===== src/pkg/power_ctrl_status_pkg.sv =====
// Constants and carrier types for the power management register bank
`default_nettype none
package power_ctrl_status_pkg;
    // Configuration dword holding the control/status word and data byte
    localparam logic [7:0] POWER_CTRL_STATUS_CFG_OFFSET   = 8'hE0;
    // Field positions in the control/status word
    localparam int         POWER_CTRL_STATUS_STATUS_BIT   = 15;
    localparam int         POWER_CTRL_STATUS_SCALE_HI     = 14;
    localparam int         POWER_CTRL_STATUS_SCALE_LO     = 13;
    localparam int         POWER_CTRL_STATUS_SEL_HI       = 12;
    localparam int         POWER_CTRL_STATUS_SEL_LO       = 9;
    localparam int         POWER_CTRL_STATUS_ENABLE_BIT   = 8;
    localparam int         POWER_CTRL_STATUS_PSTATE_HI    = 1;
    localparam int         POWER_CTRL_STATUS_PSTATE_LO    = 0;
    // Data byte position in the dword
    localparam int         POWER_CTRL_STATUS_DATA_LO      = 24;
    localparam int         POWER_CTRL_STATUS_DATA_HI      = 31;
    // Byte enable lanes
    localparam int         POWER_CTRL_STATUS_LANE_LOW     = 0;
    localparam int         POWER_CTRL_STATUS_LANE_HIGH    = 1;
    // Reset values
    localparam logic [1:0] POWER_CTRL_STATUS_PSTATE_RST   = 2'h0;
    localparam logic [3:0] POWER_CTRL_STATUS_SEL_RST      = 4'h0;
    // Scale codes and selector boundary
    localparam logic [1:0] POWER_CTRL_STATUS_SCALE_CENTI  = 2'h2;
    localparam logic [1:0] POWER_CTRL_STATUS_SCALE_NONE   = 2'h0;
    localparam logic [3:0] POWER_CTRL_STATUS_SEL_LAST     = 4'h8;
    localparam logic [3:0] POWER_CTRL_STATUS_SEL_D0_CONS  = 4'h0;
    localparam logic [3:0] POWER_CTRL_STATUS_SEL_D0_DISS  = 4'h4;
    // Power figures in 0.01 W units, earlier and later silicon
    localparam logic [7:0] POWER_CTRL_STATUS_PWR_D0_EARLY = 8'h3A;
    localparam logic [7:0] POWER_CTRL_STATUS_PWR_DX_EARLY = 8'h28;
    localparam logic [7:0] POWER_CTRL_STATUS_PWR_D0_LATE  = 8'h3C;
    localparam logic [7:0] POWER_CTRL_STATUS_PWR_DX_LATE  = 8'h2A;
    localparam logic [7:0] POWER_CTRL_STATUS_PWR_NONE     = 8'h00;

    typedef enum logic [1:0] {
        POWER_CTRL_STATUS_D0,
        POWER_CTRL_STATUS_D1,
        POWER_CTRL_STATUS_D2,
        POWER_CTRL_STATUS_D3
    } power_ctrl_status_pstate_type;

    typedef struct packed {
        logic        valid;
        logic        write;
        logic [7:0]  offset;
        logic [3:0]  byte_en;
        logic [31:0] wdata;
    } power_ctrl_status_cfg_req_type;

    typedef struct packed {
        logic        ack;
        logic        retry;
        logic [31:0] rdata;
    } power_ctrl_status_cfg_rsp_type;
endpackage : power_ctrl_status_pkg
`default_nettype wire


===== src/rtl/power_ctrl_status_bank.sv =====
// Power management control/status and power data register bank
//
// Operation
// - Wake event sets status bit 15 whatever the enable bit holds.
// - Writing one to status clears it; writing zero leaves it.
// - That clear also drops wake request and clears driver mirror bit.
// - With output enabled, wake request follows the status bit.
// - In CardBus mode, that clear also clears the general wake bit.
// - Scale field reads 10b for selector 0-8, 00b for 9-15.
// - Four-bit selector picks the data entry; software writes it.
// - Bit 8 enables wake request output; resets to zero.
// - Bits 7:5 and 3:2 read zero; writes ignored.
// - Dynamic data bit 4 always reads zero.
// - Power state bits 1:0 read/write, D0..D3, reset to D0.
// - Power data is an 8-bit read-only value for chosen entry.
// - Power data values are fixed constants in 0.01 W units.
// - Earlier step: 58 for 0,4; 40 for 1-3,5-7; else 00.
// - Later step: 60 for 0,4; 42 for 1-3,5-7; else 00.
// - Accesses before the EEPROM load completes are retried.
`timescale 1ns/1ps
`default_nettype none
module power_ctrl_status_bank #(
    parameter bit LATER_STEP = 1'b1
) (
    input  wire logic                         mclk,
    input  wire logic                         rst_n,
    input  wire power_ctrl_status_pkg::power_ctrl_status_cfg_req_type cfg_req,
    output      power_ctrl_status_pkg::power_ctrl_status_cfg_rsp_type cfg_rsp,
    input  wire logic                         eeprom_load_done,
    input  wire logic                         wake_event,
    input  wire logic                         cardbus_mode,
    output      logic                         general_wake_clear,
    output      logic                         driver_wake_clear,
    output      power_ctrl_status_pkg::power_ctrl_status_pstate_type  power_state,
    output      logic                         wake_request_out_n_o,
    output      logic                         wake_request_out_n_oe
);

    typedef struct packed {
        logic                        status;
        logic                        enable;
        logic [3:0]                  select;
        power_ctrl_status_pkg::power_ctrl_status_pstate_type pstate;
        power_ctrl_status_pkg::power_ctrl_status_cfg_rsp_type rsp;
        logic                        general_wake_flag_clr;
        logic                        drv_clr;
    } power_ctrl_status_state_type;

    power_ctrl_status_state_type state;
    power_ctrl_status_state_type next_state;

    logic [1:0]  scale;
    logic [7:0]  pwr_data;
    logic [15:0] csr_word;
    logic        hit;
    logic        wr_low;
    logic        wr_high;
    logic        clr_status;

    // Hard-coded table; the step is a build choice, not a strap
    always_comb begin
        if (state.select > power_ctrl_status_pkg::POWER_CTRL_STATUS_SEL_LAST) begin
            scale = power_ctrl_status_pkg::POWER_CTRL_STATUS_SCALE_NONE;
        end else begin
            scale = power_ctrl_status_pkg::POWER_CTRL_STATUS_SCALE_CENTI;
        end
        if (state.select >= power_ctrl_status_pkg::POWER_CTRL_STATUS_SEL_LAST) begin
            pwr_data = power_ctrl_status_pkg::POWER_CTRL_STATUS_PWR_NONE;
        end else if (state.select == power_ctrl_status_pkg::POWER_CTRL_STATUS_SEL_D0_CONS ||
                     state.select == power_ctrl_status_pkg::POWER_CTRL_STATUS_SEL_D0_DISS) begin
            pwr_data = LATER_STEP ? power_ctrl_status_pkg::POWER_CTRL_STATUS_PWR_D0_LATE
                                  : power_ctrl_status_pkg::POWER_CTRL_STATUS_PWR_D0_EARLY;
        end else begin
            pwr_data = LATER_STEP ? power_ctrl_status_pkg::POWER_CTRL_STATUS_PWR_DX_LATE
                                  : power_ctrl_status_pkg::POWER_CTRL_STATUS_PWR_DX_EARLY;
        end
    end

    // Reserved and dynamic bits stay zero by construction
    always_comb begin
        csr_word = '0;
        csr_word[power_ctrl_status_pkg::POWER_CTRL_STATUS_STATUS_BIT] = state.status;
        csr_word[power_ctrl_status_pkg::POWER_CTRL_STATUS_SCALE_HI:power_ctrl_status_pkg::POWER_CTRL_STATUS_SCALE_LO] = scale;
        csr_word[power_ctrl_status_pkg::POWER_CTRL_STATUS_SEL_HI:power_ctrl_status_pkg::POWER_CTRL_STATUS_SEL_LO] =
            state.select;
        csr_word[power_ctrl_status_pkg::POWER_CTRL_STATUS_ENABLE_BIT] = state.enable;
        csr_word[power_ctrl_status_pkg::POWER_CTRL_STATUS_PSTATE_HI:power_ctrl_status_pkg::POWER_CTRL_STATUS_PSTATE_LO] =
            state.pstate;
    end

    assign hit     = cfg_req.valid &&
                     cfg_req.offset == power_ctrl_status_pkg::POWER_CTRL_STATUS_CFG_OFFSET &&
                     eeprom_load_done;
    assign wr_low  = hit && cfg_req.write &&
                     cfg_req.byte_en[power_ctrl_status_pkg::POWER_CTRL_STATUS_LANE_LOW];
    assign wr_high = hit && cfg_req.write &&
                     cfg_req.byte_en[power_ctrl_status_pkg::POWER_CTRL_STATUS_LANE_HIGH];
    assign clr_status = wr_high &&
                        cfg_req.wdata[power_ctrl_status_pkg::POWER_CTRL_STATUS_STATUS_BIT];

    always_comb begin
        next_state = state;
        next_state.rsp.ack   = 1'b0;
        next_state.rsp.retry = 1'b0;
        next_state.general_wake_flag_clr = clr_status && cardbus_mode;
        next_state.drv_clr   = clr_status;
        // Set wins so an event in the clearing cycle is kept
        if (wake_event) begin
            next_state.status = 1'b1;
        end else if (clr_status) begin
            next_state.status = 1'b0;
        end
        if (wr_high) begin
            next_state.enable = cfg_req.wdata[power_ctrl_status_pkg::POWER_CTRL_STATUS_ENABLE_BIT];
            next_state.select = cfg_req.wdata[power_ctrl_status_pkg::POWER_CTRL_STATUS_SEL_HI:
                                              power_ctrl_status_pkg::POWER_CTRL_STATUS_SEL_LO];
        end
        if (wr_low) begin
            next_state.pstate = power_ctrl_status_pkg::power_ctrl_status_pstate_type'(
                cfg_req.wdata[power_ctrl_status_pkg::POWER_CTRL_STATUS_PSTATE_HI:
                              power_ctrl_status_pkg::POWER_CTRL_STATUS_PSTATE_LO]);
        end
        if (cfg_req.valid && !eeprom_load_done) begin
            next_state.rsp.retry = 1'b1;
        end else if (cfg_req.valid) begin
            next_state.rsp.ack = 1'b1;
        end
        // Unmapped offsets read zero; only reads return data
        if (hit && !cfg_req.write) begin
            next_state.rsp.rdata = '0;
            next_state.rsp.rdata[15:0] = csr_word;
            next_state.rsp.rdata[power_ctrl_status_pkg::POWER_CTRL_STATUS_DATA_HI:
                                 power_ctrl_status_pkg::POWER_CTRL_STATUS_DATA_LO] = pwr_data;
        end else if (cfg_req.valid && eeprom_load_done) begin
            // Retried accesses leave the last read data alone
            next_state.rsp.rdata = '0;
        end
    end

    always_ff @(posedge mclk or negedge rst_n) begin
        if (!rst_n) begin
            state.status    <= 1'b0;
            state.enable    <= 1'b0;
            state.select    <= power_ctrl_status_pkg::POWER_CTRL_STATUS_SEL_RST;
            state.pstate    <= power_ctrl_status_pkg::POWER_CTRL_STATUS_D0;
            state.rsp       <= '0;
            state.general_wake_flag_clr <= 1'b0;
            state.drv_clr   <= 1'b0;
        end else begin
            state <= next_state;
        end
    end

    assign cfg_rsp            = state.rsp;
    assign general_wake_clear = state.general_wake_flag_clr;
    assign driver_wake_clear  = state.drv_clr;
    assign power_state        = state.pstate;
    // Open-drain: pull low only while enabled and flagged
    assign wake_request_out_n_o  = 1'b0;
    assign wake_request_out_n_oe = state.enable && state.status;

endmodule // power_ctrl_status_bank
`default_nettype wire


===== config.mk =====
export PLATFORM = sky130hd
export DESIGN_NAME = power_ctrl_status_bank
export DESIGN_NICKNAME = d
export VERILOG_FILES = /design/src/pkg/power_ctrl_status_pkg.sv /design/src/rtl/power_ctrl_status_bank.sv
export SDC_FILE = /design/constraint.sdc
export NUM_CORES = 1
export LEC_CHECK = 0
export BUFFER_PORTS_ARGS = -buffer_cell sky130_fd_sc_hd__buf_2
export CAP_MARGIN = 15
export CORE_MARGIN = 2
export CORE_UTILIZATION = 30
export DETAILED_ROUTE_END_ITERATION = 8
export GPL_TIMING_DRIVEN = 0
export MAX_ROUTING_LAYER = met4
export PLACE_DENSITY = 0.73
export SLEW_MARGIN = 10
export SYNTH_ARGS = -nofsm -noshare
export SYNTH_HDL_FRONTEND = slang
export SYNTH_SLANG_ARGS = --single-unit
export TNS_END_PERCENT = 30

===== constraint.sdc =====
create_clock -name mclk -period 1.1 [get_ports mclk]
set_input_delay 0.22 -clock mclk [delete_from_list [all_inputs] [get_ports mclk]]
set_output_delay 0.22 -clock mclk [all_outputs]
set_load 0.005 [all_outputs]

# Word level (Yosys, flattened, before mapping)
# Cells that the tools add are included.
# W data, S select, Z words.
[totals]
ff_bits = 44
inputBits = 51
output_inout_bits = 40
word_cells = 40
[op_classes]
order_cmp = 2
eq_ne = 2
mux = 10
n_reduce_logical = 17
[ops]
columns = ["cell", "n"]
rows = [
  ["$mux W32", 2],
  ["$logic_and A1 B1 Y1", 11],
  ["$eq A8 B8 Y1 const B", 1],
  ["$mux W6", 1],
  ["$mux W1", 5],
  ["$mux W5", 1],
  ["$eq A4 B3 Y1 const B", 1],
  ["$ge A4 B4 Y1 const B", 1],
  ["$gt A4 B4 Y1 const B", 1],
  ["$logic_not A4 Y1", 1],
  ["$reduce_bool A2 Y1", 2],
  ["$logic_not A1 Y1", 2],
  ["$mux W2", 1],
  ["$logic_or A1 B1 Y1", 1],
]

# Longest topological paths before layout
# Gate-level depths: netlist (run 1).
[depth]
depth_word = 8
mapped_depth = 4
ltp_nobuf = 3

# Worst setup path after synthesis (run 1)
# No wires, ideal clock.
[synth_path]
path_type = "input -> register"
startpoint = "input port cfg_req[37] in the netlist's numbering"
endpoint = "register state (netlist bit csr_word[10])"
setup_time_ns = 0.125
arrival_ns = 1.535
required_ns = 0.975
slack_ns = -0.560
path_stages = 3
cell_sequence = "or4b_4 nor4_4 mux2_2"
[synth_via]
elab_chain_len = 5
[synth_rtl]
columns = ["element", "line", "text"]
rows = [
  ["from (decl)", "power_ctrl_status_bank.sv:27", "input wire power_ctrl_status_pkg::power_ctrl_status_cfg_req_type cfg_req,"],
  ["$eq A8 B8 Y1", "power_ctrl_status_bank.sv:92", "cfg_req.offset == power_ctrl_status_pkg::POWER_CTRL_STATUS_CFG_OFFSET &&"],
  ["$logic_and A1 B1 Y1", "power_ctrl_status_bank.sv:91", "assign hit = cfg_req.valid &&"],
  ["$logic_and A1 B1 Y1", "power_ctrl_status_bank.sv:92", ""],
  ["$logic_and A1 B1 Y1 (2 in series)", "power_ctrl_status_bank.sv:96", "assign wr_high = hit && cfg_req.write &&"],
  ["to (signal assigned)", "power_ctrl_status_bank.sv:150", "state <= next_state;"],
  ["to (decl)", "power_ctrl_status_bank.sv:49", "power_ctrl_status_state_type state;"],
]
# Every way passes these cells.
# A chain may end at the register's enable or synchronous reset.

# Worst setup path after layout (run 1)
[layout_path]
startpoint = "input port cfg_req[37] in the netlist's numbering"
endpoint = "register state (netlist bit power_state[1])"
[layout_via]
elab_chain_len = 5
[layout_rtl]
columns = ["element", "line", "text"]
rows = [
  ["$eq A8 B8 Y1", "power_ctrl_status_bank.sv:92", ""],
  ["$logic_and A1 B1 Y1", "power_ctrl_status_bank.sv:91", ""],
  ["$logic_and A1 B1 Y1", "power_ctrl_status_bank.sv:92", ""],
  ["$logic_and A1 B1 Y1 (2 in series)", "power_ctrl_status_bank.sv:94", "assign wr_low = hit && cfg_req.write &&"],
]
# Every way passes these cells.

==> reports/metrics.cfg, run 1 <==
[status]
outcome = complete, but fails checks
violations = negative setup slack

[timing]
max_freq_ghz = 0.690
fin_skew_ns = 0.00641
worst_slew_pin_slew_ns = 0.535
period_share_pct = 132
slew_viol_final = 0
layout_min_cycle_time_ns = 1.45
hold_viol = 0
whs_ns = 0.128
tns_ns = -5.75
rsz0062_at_grt = yes
setup_viol_count_final = 26
setup_ws_ns = -0.350
slew_headroom_pct = 64.4

[global_routing]
grt_pass1_wl_mm = 3.72
antenna_found_initial = 0
grt_max_degree = 25
grt_overflow = 0
grt_pass1_vias = 755
track_usage_pct = 11.9

[worst_setup_path]
r2r_slack_ns = 0.18
critPathCapture = power_state[1]
reg2reg_depth = 3
worstPathRequired_ns = 1.26
critPathLaunchType = primary input
arrival_ns = 1.61
worstPathMaxFanout = 5
r2r_start = csr_word[10]
path_class = primary input to flip-flop
reg2reg_to = cfg_rsp[25]
worstSetupStartpoint = cfg_req[37]
worstSetupEndpointType = flip-flop

[floorplanning]
rows = 22
dieArea_um2 = 4250
initial_core_util_pct = 31.0
fp.coreArea_um2 = 3630
die_h_um = 65.2
die_w_um = 65.2
io_pins = 91

[clock_network]
cts_tree = built
clkTransAtPathRegs_ns = 0.09
cts_sinks = 24
cts_root_buffer = clkbuf_8
cts-htree-levels = 1
clock_latency_ns = 0.26
cts_buffer_depth = 2
cts_buffers = 3

[worst_hold_path]
hold_class = primary input to flip-flop

[final_layout]
stdcell_count = 209
nets = 213
diodes = 0
area_delta_synth_final_pct = 45.5
layout-drive-gt1-share_pct = 55.9

[synthesis]
yosysWarnings = 0
synthCells = 90
ys_seq_area_share_pct = 53.4
syn_avg_cell_area_um2 = 12.5
ys_seq_elements = 24
syn_area_um2 = 1120
synth_cell_types = 23

[placed_design]
place_inst = 201
port_buffers = 45
gp_congestion = 0.731

[flow_run]
maxCapViolCount = 0

[detailed_routing]
ant_nets = 0
drtPass1Iterations = 3
viasPerCell = 4.11
dr_total_vias = 859
drtIter0Drc = 28
drc = 0
wl_per_cell_um = 11.2
wirelength_mm = 2.35

[pwr]
p_leak_nw = 0.945
vdd_drop_max_uv = 703
power_density_nw_per_um2 = 1020

final cells by class:
type	count	area, µm²
inverters	3	11.3
plain buffers	25	189
repair buffers	49	274
well taps	48	60.1
flip-flops and latches	24	601
fillers	363	2000
multi-input cells	56	447
clock buffers	4	55.1
worst min-delay path by stage:
stage | startpoint | to | slack [ns] | cells past startpoint
CTS | eeprom_load_done | cfg_rsp[32] | 0.10 | 2
detailed placement | rst_n | cfg_rsp[33] | 0.24 | 1
global route | eeprom_load_done | cfg_rsp[32] | 0.12 | 2
global placement | rst_n | cfg_rsp[33] | 0.23 | 1
floorplan | rst_n | cfg_rsp[0] | -0.08 | 0
finish | eeprom_load_done | cfg_rsp[32] | 0.13 | 2
placed cells by master (no fill, tap or decap), types with 3 or more instances in the layout:
cell type  Yosys  routed
buf_2          1      43
buf_4         23      25
dfrtp_1       24      24
conb_1         1      19
a22o_1        11      11
mux2_4         0       6
buf_6          0       4
clkbuf_8       0       4
inv_1          3       3
nor4_4         1       3
registers in the layout (all words and copies together) (netlist names):
register / count
general_wake_clear: 1
driver_wake_clear: 1
power_state: 2
cfg_rsp: 14
csr_word: 6
timing repair:
action	4_1_cts	5_1_grt
buffers inserted	2	1
endpoints found under the setup margin	28	27
resized for setup	9	5
pin swaps	2	9
cloned	0	0
endpoints found under the hold margin	24	0
hold buffers	1	0
layer usage:
layer  vias up  part of all wire (%)  routed length (µm)  global-route usage, %
met1       403                    44                1030                   15.0
li1        421                     -                   -                      -
met4         0                  0.34                   8                   2.34
met3         2                   6.0                 140                   4.11
met5         -                     0                   0                      -
met2        33                    50                1170                   18.6
kinds of logic (layout without fill, tap and decap cells):
| family | after synthesis | count (layout) | synth area share (%) |
|---|---|---|---|
| buffers and inverters | 28 | 81 | 17.1 |
| flip-flops | 24 | 24 | 53.4 |
| AND/OR/NAND/NOR | 16 | 16 | 11.3 |
| AO/OA/AOI/OAI | 14 | 14 | 10.8 |
| multiplexers | 7 | 7 | 7.01 |
| other | 1 | 19 | 0.333 |
power breakdown:
| part | switching, W | internal [W] |
|---|---|---|
| Clock | 0.000272 | 0.000319 |
| Combinational | 0.0000882 | 0.0000985 |
| Sequential | 0.00000292 | 0.000887 |
| Total | 0.000363 | 0.00131 |
metrics by stage:
stage | total power (W) | worst slack (ns) | utilization (%) | area [µm²]
after global placement | 0.00108 | -0.682 | 41.0 | 1490
after detailed placement | 0.00108 | -0.718 | 41.0 | 1490
after CTS | 0.00169 | -0.376 | 44.1 | 1600
final | 0.00167 | -0.350 | 45.0 | 1640
after floorplan | 0.00100 | -0.452 | - | 1200
after global routing | 0.00176 | -0.394 | 45.0 | 1640
cells in the mapped netlist:
cell type  count  area, µm²
nand2_1        3       11.3
nor4_4         1       21.3
buf_4         23        173
o21bai_1       1       7.51
nand3_1        1       5.00
nor2_1         1       3.75
nand4_1        1       6.26
a22o_1        11       96.3
nor4_2         2       25.0
and2_1         1       6.26
mux2_2         7       78.8
nor3_1         1       5.00
a32o_1         1       10.0
dfrtp_1       24        601
conb_1         1       3.75
buf_2          1       5.00
inv_1          3       11.3
nor2b_1        1       6.26
nand4bb_1      1       11.3
or4b_4         1       13.8
o31ai_1        1       7.51
nor4_1         2       12.5
clkbuf_1       1       3.75
worst max-delay path, stage by stage:
cell	delay, ns
buf_6	0.09
or4b_4	0.58
buf_4	0.17
nor4_4	0.18
mux2_2	0.36
Power figures use the tool's default switching activity.
==> run 2, diff against run 1 <==
ABC_AREA = 1   (was default)
PLACE_DENSITY = 0.72   (was 0.73)
==> reports/metrics.cfg, run 2 <==
[floorplanning]
dieArea_um2 = 4450  ; +4.7%
die_h_um = 66.7  ; +2.3%
fp.coreArea_um2 = 3720  ; +2.3%
rows = 22  ; unchanged
die_w_um = 66.7  ; +2.3%
io_pins = 91  ; unchanged
initial_core_util_pct = 31.8  ; +0.83 points

[detailed_routing]
wl_per_cell_um = 8.88  ; -21%
drc = 0  ; unchanged
viasPerCell = 3.73  ; -9.1%
ant_nets = 0  ; unchanged
drtPass1Iterations = 4  ; +1
dr_total_vias = 941  ; +9.5%
drtIter0Drc = 21  ; -25%
wirelength_mm = 2.24  ; -4.5%

[synthesis]
synth_cell_types = 18  ; -22%
synth_most_common_cell = nand2_1
ys_seq_elements = 24  ; unchanged
async_reset_ff_share_pct = 100  ; unchanged
synthCells = 132  ; +47%
synth_common_cells = nand2_1 (32), dfrtp_1 (24), buf_4 (23)
synth.top_cells.by_area = dfrtp_1 (51%), buf_4 (15%), nand2_1 (10%)
synthFlopType = dfrtp_1
syn_avg_cell_area_um2 = 8.95  ; -28%
synth-edff-count = 0  ; unchanged
syn_area_um2 = 1180  ; +5.0%
yosysWarnings = 0  ; unchanged
ys_seq_area_share_pct = 50.8  ; -2.5 points
yosysTopAreaCell = dfrtp_1
synth_top_area_share_pct = 50.8  ; -2.5 points

[final_layout]
layout_commonest_cell = buf_2
layout-drive-gt1-share_pct = 41.7  ; -14 points
area_delta_synth_final_pct = 37.4
n_fill_cell = 382  ; +5.2%
multiInputGateArea_um2 = 408  ; -8.7%
layout_common_cells = buf_2 (45), nand2_1 (32), buf_4 (28)
design_area_um2 = 1620  ; -0.84%
seqCellArea_um2 = 601  ; unchanged
largest_reg_flops = 14  ; unchanged
diodes = 0  ; unchanged
nets = 257  ; +21%

[global_routing]
grt_pass1_vias = 829  ; +9.8%
grt_use_met2_pct = 18.1  ; -0.50 points
grt_overflow = 0  ; unchanged
grtUsageMet3_pct = 2.53  ; -1.6 points
track_usage_pct = 10.7  ; -1.2 points
grt_pass1_wl_mm = 3.46  ; -6.9%
grt_max_degree = 25  ; unchanged
antenna_found_initial = 0  ; unchanged
top_usage_layer = met2
use_met1_pct = 11.5  ; -3.6 points

[clock_network]
cts_buffer_depth = 2  ; unchanged
cts_resized = 0  ; -9
clkTransAtPathRegs_ns = 0.08  ; about the same
cts-htree-levels = 1  ; unchanged
cts_sinks = 24  ; unchanged
cts_buffers = 3  ; unchanged
clock_latency_ns = 0.26  ; about the same
cts_tree = built
cts_root_buffer = clkbuf_8

[timing]
period_share_pct = 101  ; -31 points
fin_skew_ns = 0.00144  ; -0.00498 ns
setup_ws_ns = -0.0109  ; +0.339 ns
whs_ns = 0.122  ; -0.00533 ns
slew_viol_final = 0  ; unchanged
slew_headroom_pct = 65.7  ; +1.4 points
setup_viol_count_final = 2  ; -92%
layout_min_cycle_time_ns = 1.11  ; -0.339 ns
tns_ns = -0.0209  ; +5.73 ns
max_freq_ghz = 0.900  ; +30%
worst_slew_pin_slew_ns = 0.514  ; -0.0204 ns
hold_viol = 0  ; unchanged
rsz0062_at_grt = yes

[pwr]
power_density_nw_per_um2 = 964  ; -5.5%
vdd_drop_max_uv = 315  ; -55%
clockPowerShare_pct = 31.8  ; -3.6 points
p_switching_w = 0.000342  ; -5.8%
p_int_w = 0.00122  ; -6.4%
combPwrFrac_pct = 11.3  ; about the same
seq_power_share_pct = 56.9  ; +3.5 points
p_leak_nw = 1.02  ; +8.4%
p_sw_share_pct = 21.9  ; +0.12 points

[placed_design]
dpl_cell_area_um2 = 1530  ; +2.9%
gp_congestion = 0.723  ; -1.0%
dpl.hpwl_mm = 1.75
port_buffers = 45  ; unchanged

[worst_hold_path]
min_path_cells = 2  ; unchanged
hold_class = primary input to flip-flop

[worst_setup_path]
worstPathMaxFanout = 3  ; -2
critPathLaunchType = flip-flop
worstSetupEndpointType = output port
path_class = flip-flop to output port
reg2reg_depth = 3  ; unchanged
worstPathRequired_ns = 0.88  ; -0.38 ns
arrival_ns = 0.89  ; -0.72 ns

[flow_run]
maxCapViolCount = 0  ; unchanged

[status]
violations = negative setup slack
outcome = complete, but fails checks

run 2: cells by family after synthesis:
| kind of cell | share of synthesized area [%] |
|---|---|
| AND/OR/NAND/NOR | 23.4 |
| flip-flops | 50.8 |
| buffers and inverters | 20.3 |
| other | 0.317 |
| AO/OA/AOI/OAI | 5.08 |
run 2: metrics by stage:
stage	power [W]	setup WS [ns]	util, %	instances
after floorplan	0.00101	0.0420	-	150
after global placement	0.00108	-0.165	41.3	243
after detailed placement	0.00108	-0.163	41.3	243
after CTS	0.00158	-0.0234	43.3	250
after global routing	0.00163	-0.0662	43.7	252
final	0.00156	-0.0109	43.7	252
run 2: per-layer routing:
layer	wire length, µm	up-vias
met5	0	-
met4	45	0
li1	-	505
met3	208	4
met1	918	392
met2	1070	40
run 2: path summary, 6_finish.rpt:
kind | endpoint | slack [ns] | start
max | cfg_rsp[28] | -0.01 | cfg_rsp[28]
min | cfg_rsp[32] | 0.12 | eeprom_load_done
max reg2reg | cfg_rsp[14] | 0.19 | csr_word[10]
min reg2reg | cfg_rsp[9] | 0.48 | cfg_rsp[9]
max in group asynchronous | general_wake_clear | 0.28 | rst_n
min in group asynchronous | cfg_rsp[25] | 0.47 | rst_n
run 2: final cells by class:
| type | count | area share, % |
|---|---|---|
| sequential | 24 | 37.0 |
| multi-input combinational | 85 | 25.1 |
| timing repair buffer | 51 | 16.8 |
| buffer | 24 | 10.9 |
| inverter | 17 | 3.93 |
| tap | 48 | 3.70 |
| clock buffer | 3 | 2.54 |
run 2: repair_timing:
| item | 4_1_cts | 5_1_grt |
|---|---|---|
| endpoints found under the setup margin | 5 | 6 |
| hold buffers | 1 | 0 |
| pin swaps | 0 | 1 |
| setup buffers | 3 | 2 |
| endpoints found under the hold margin | 24 | 0 |
run 2: worst max-delay path: stages, from the launching register on:
cell and delay, ns:
dfrtp_1 0.39, buf_4 0.13, buf_2 0.11
run 2: power by group through the flow:
stage | sequential [W] | combinational [W] | clock, W
floorplan | 0.000908 | 0.0000966 | 0
global placement | 0.000908 | 0.000172 | 0
detailed placement | 0.000908 | 0.000173 | 0
CTS | 0.000890 | 0.000178 | 0.000514
global route | 0.000891 | 0.000202 | 0.000535
finish | 0.000890 | 0.000177 | 0.000497
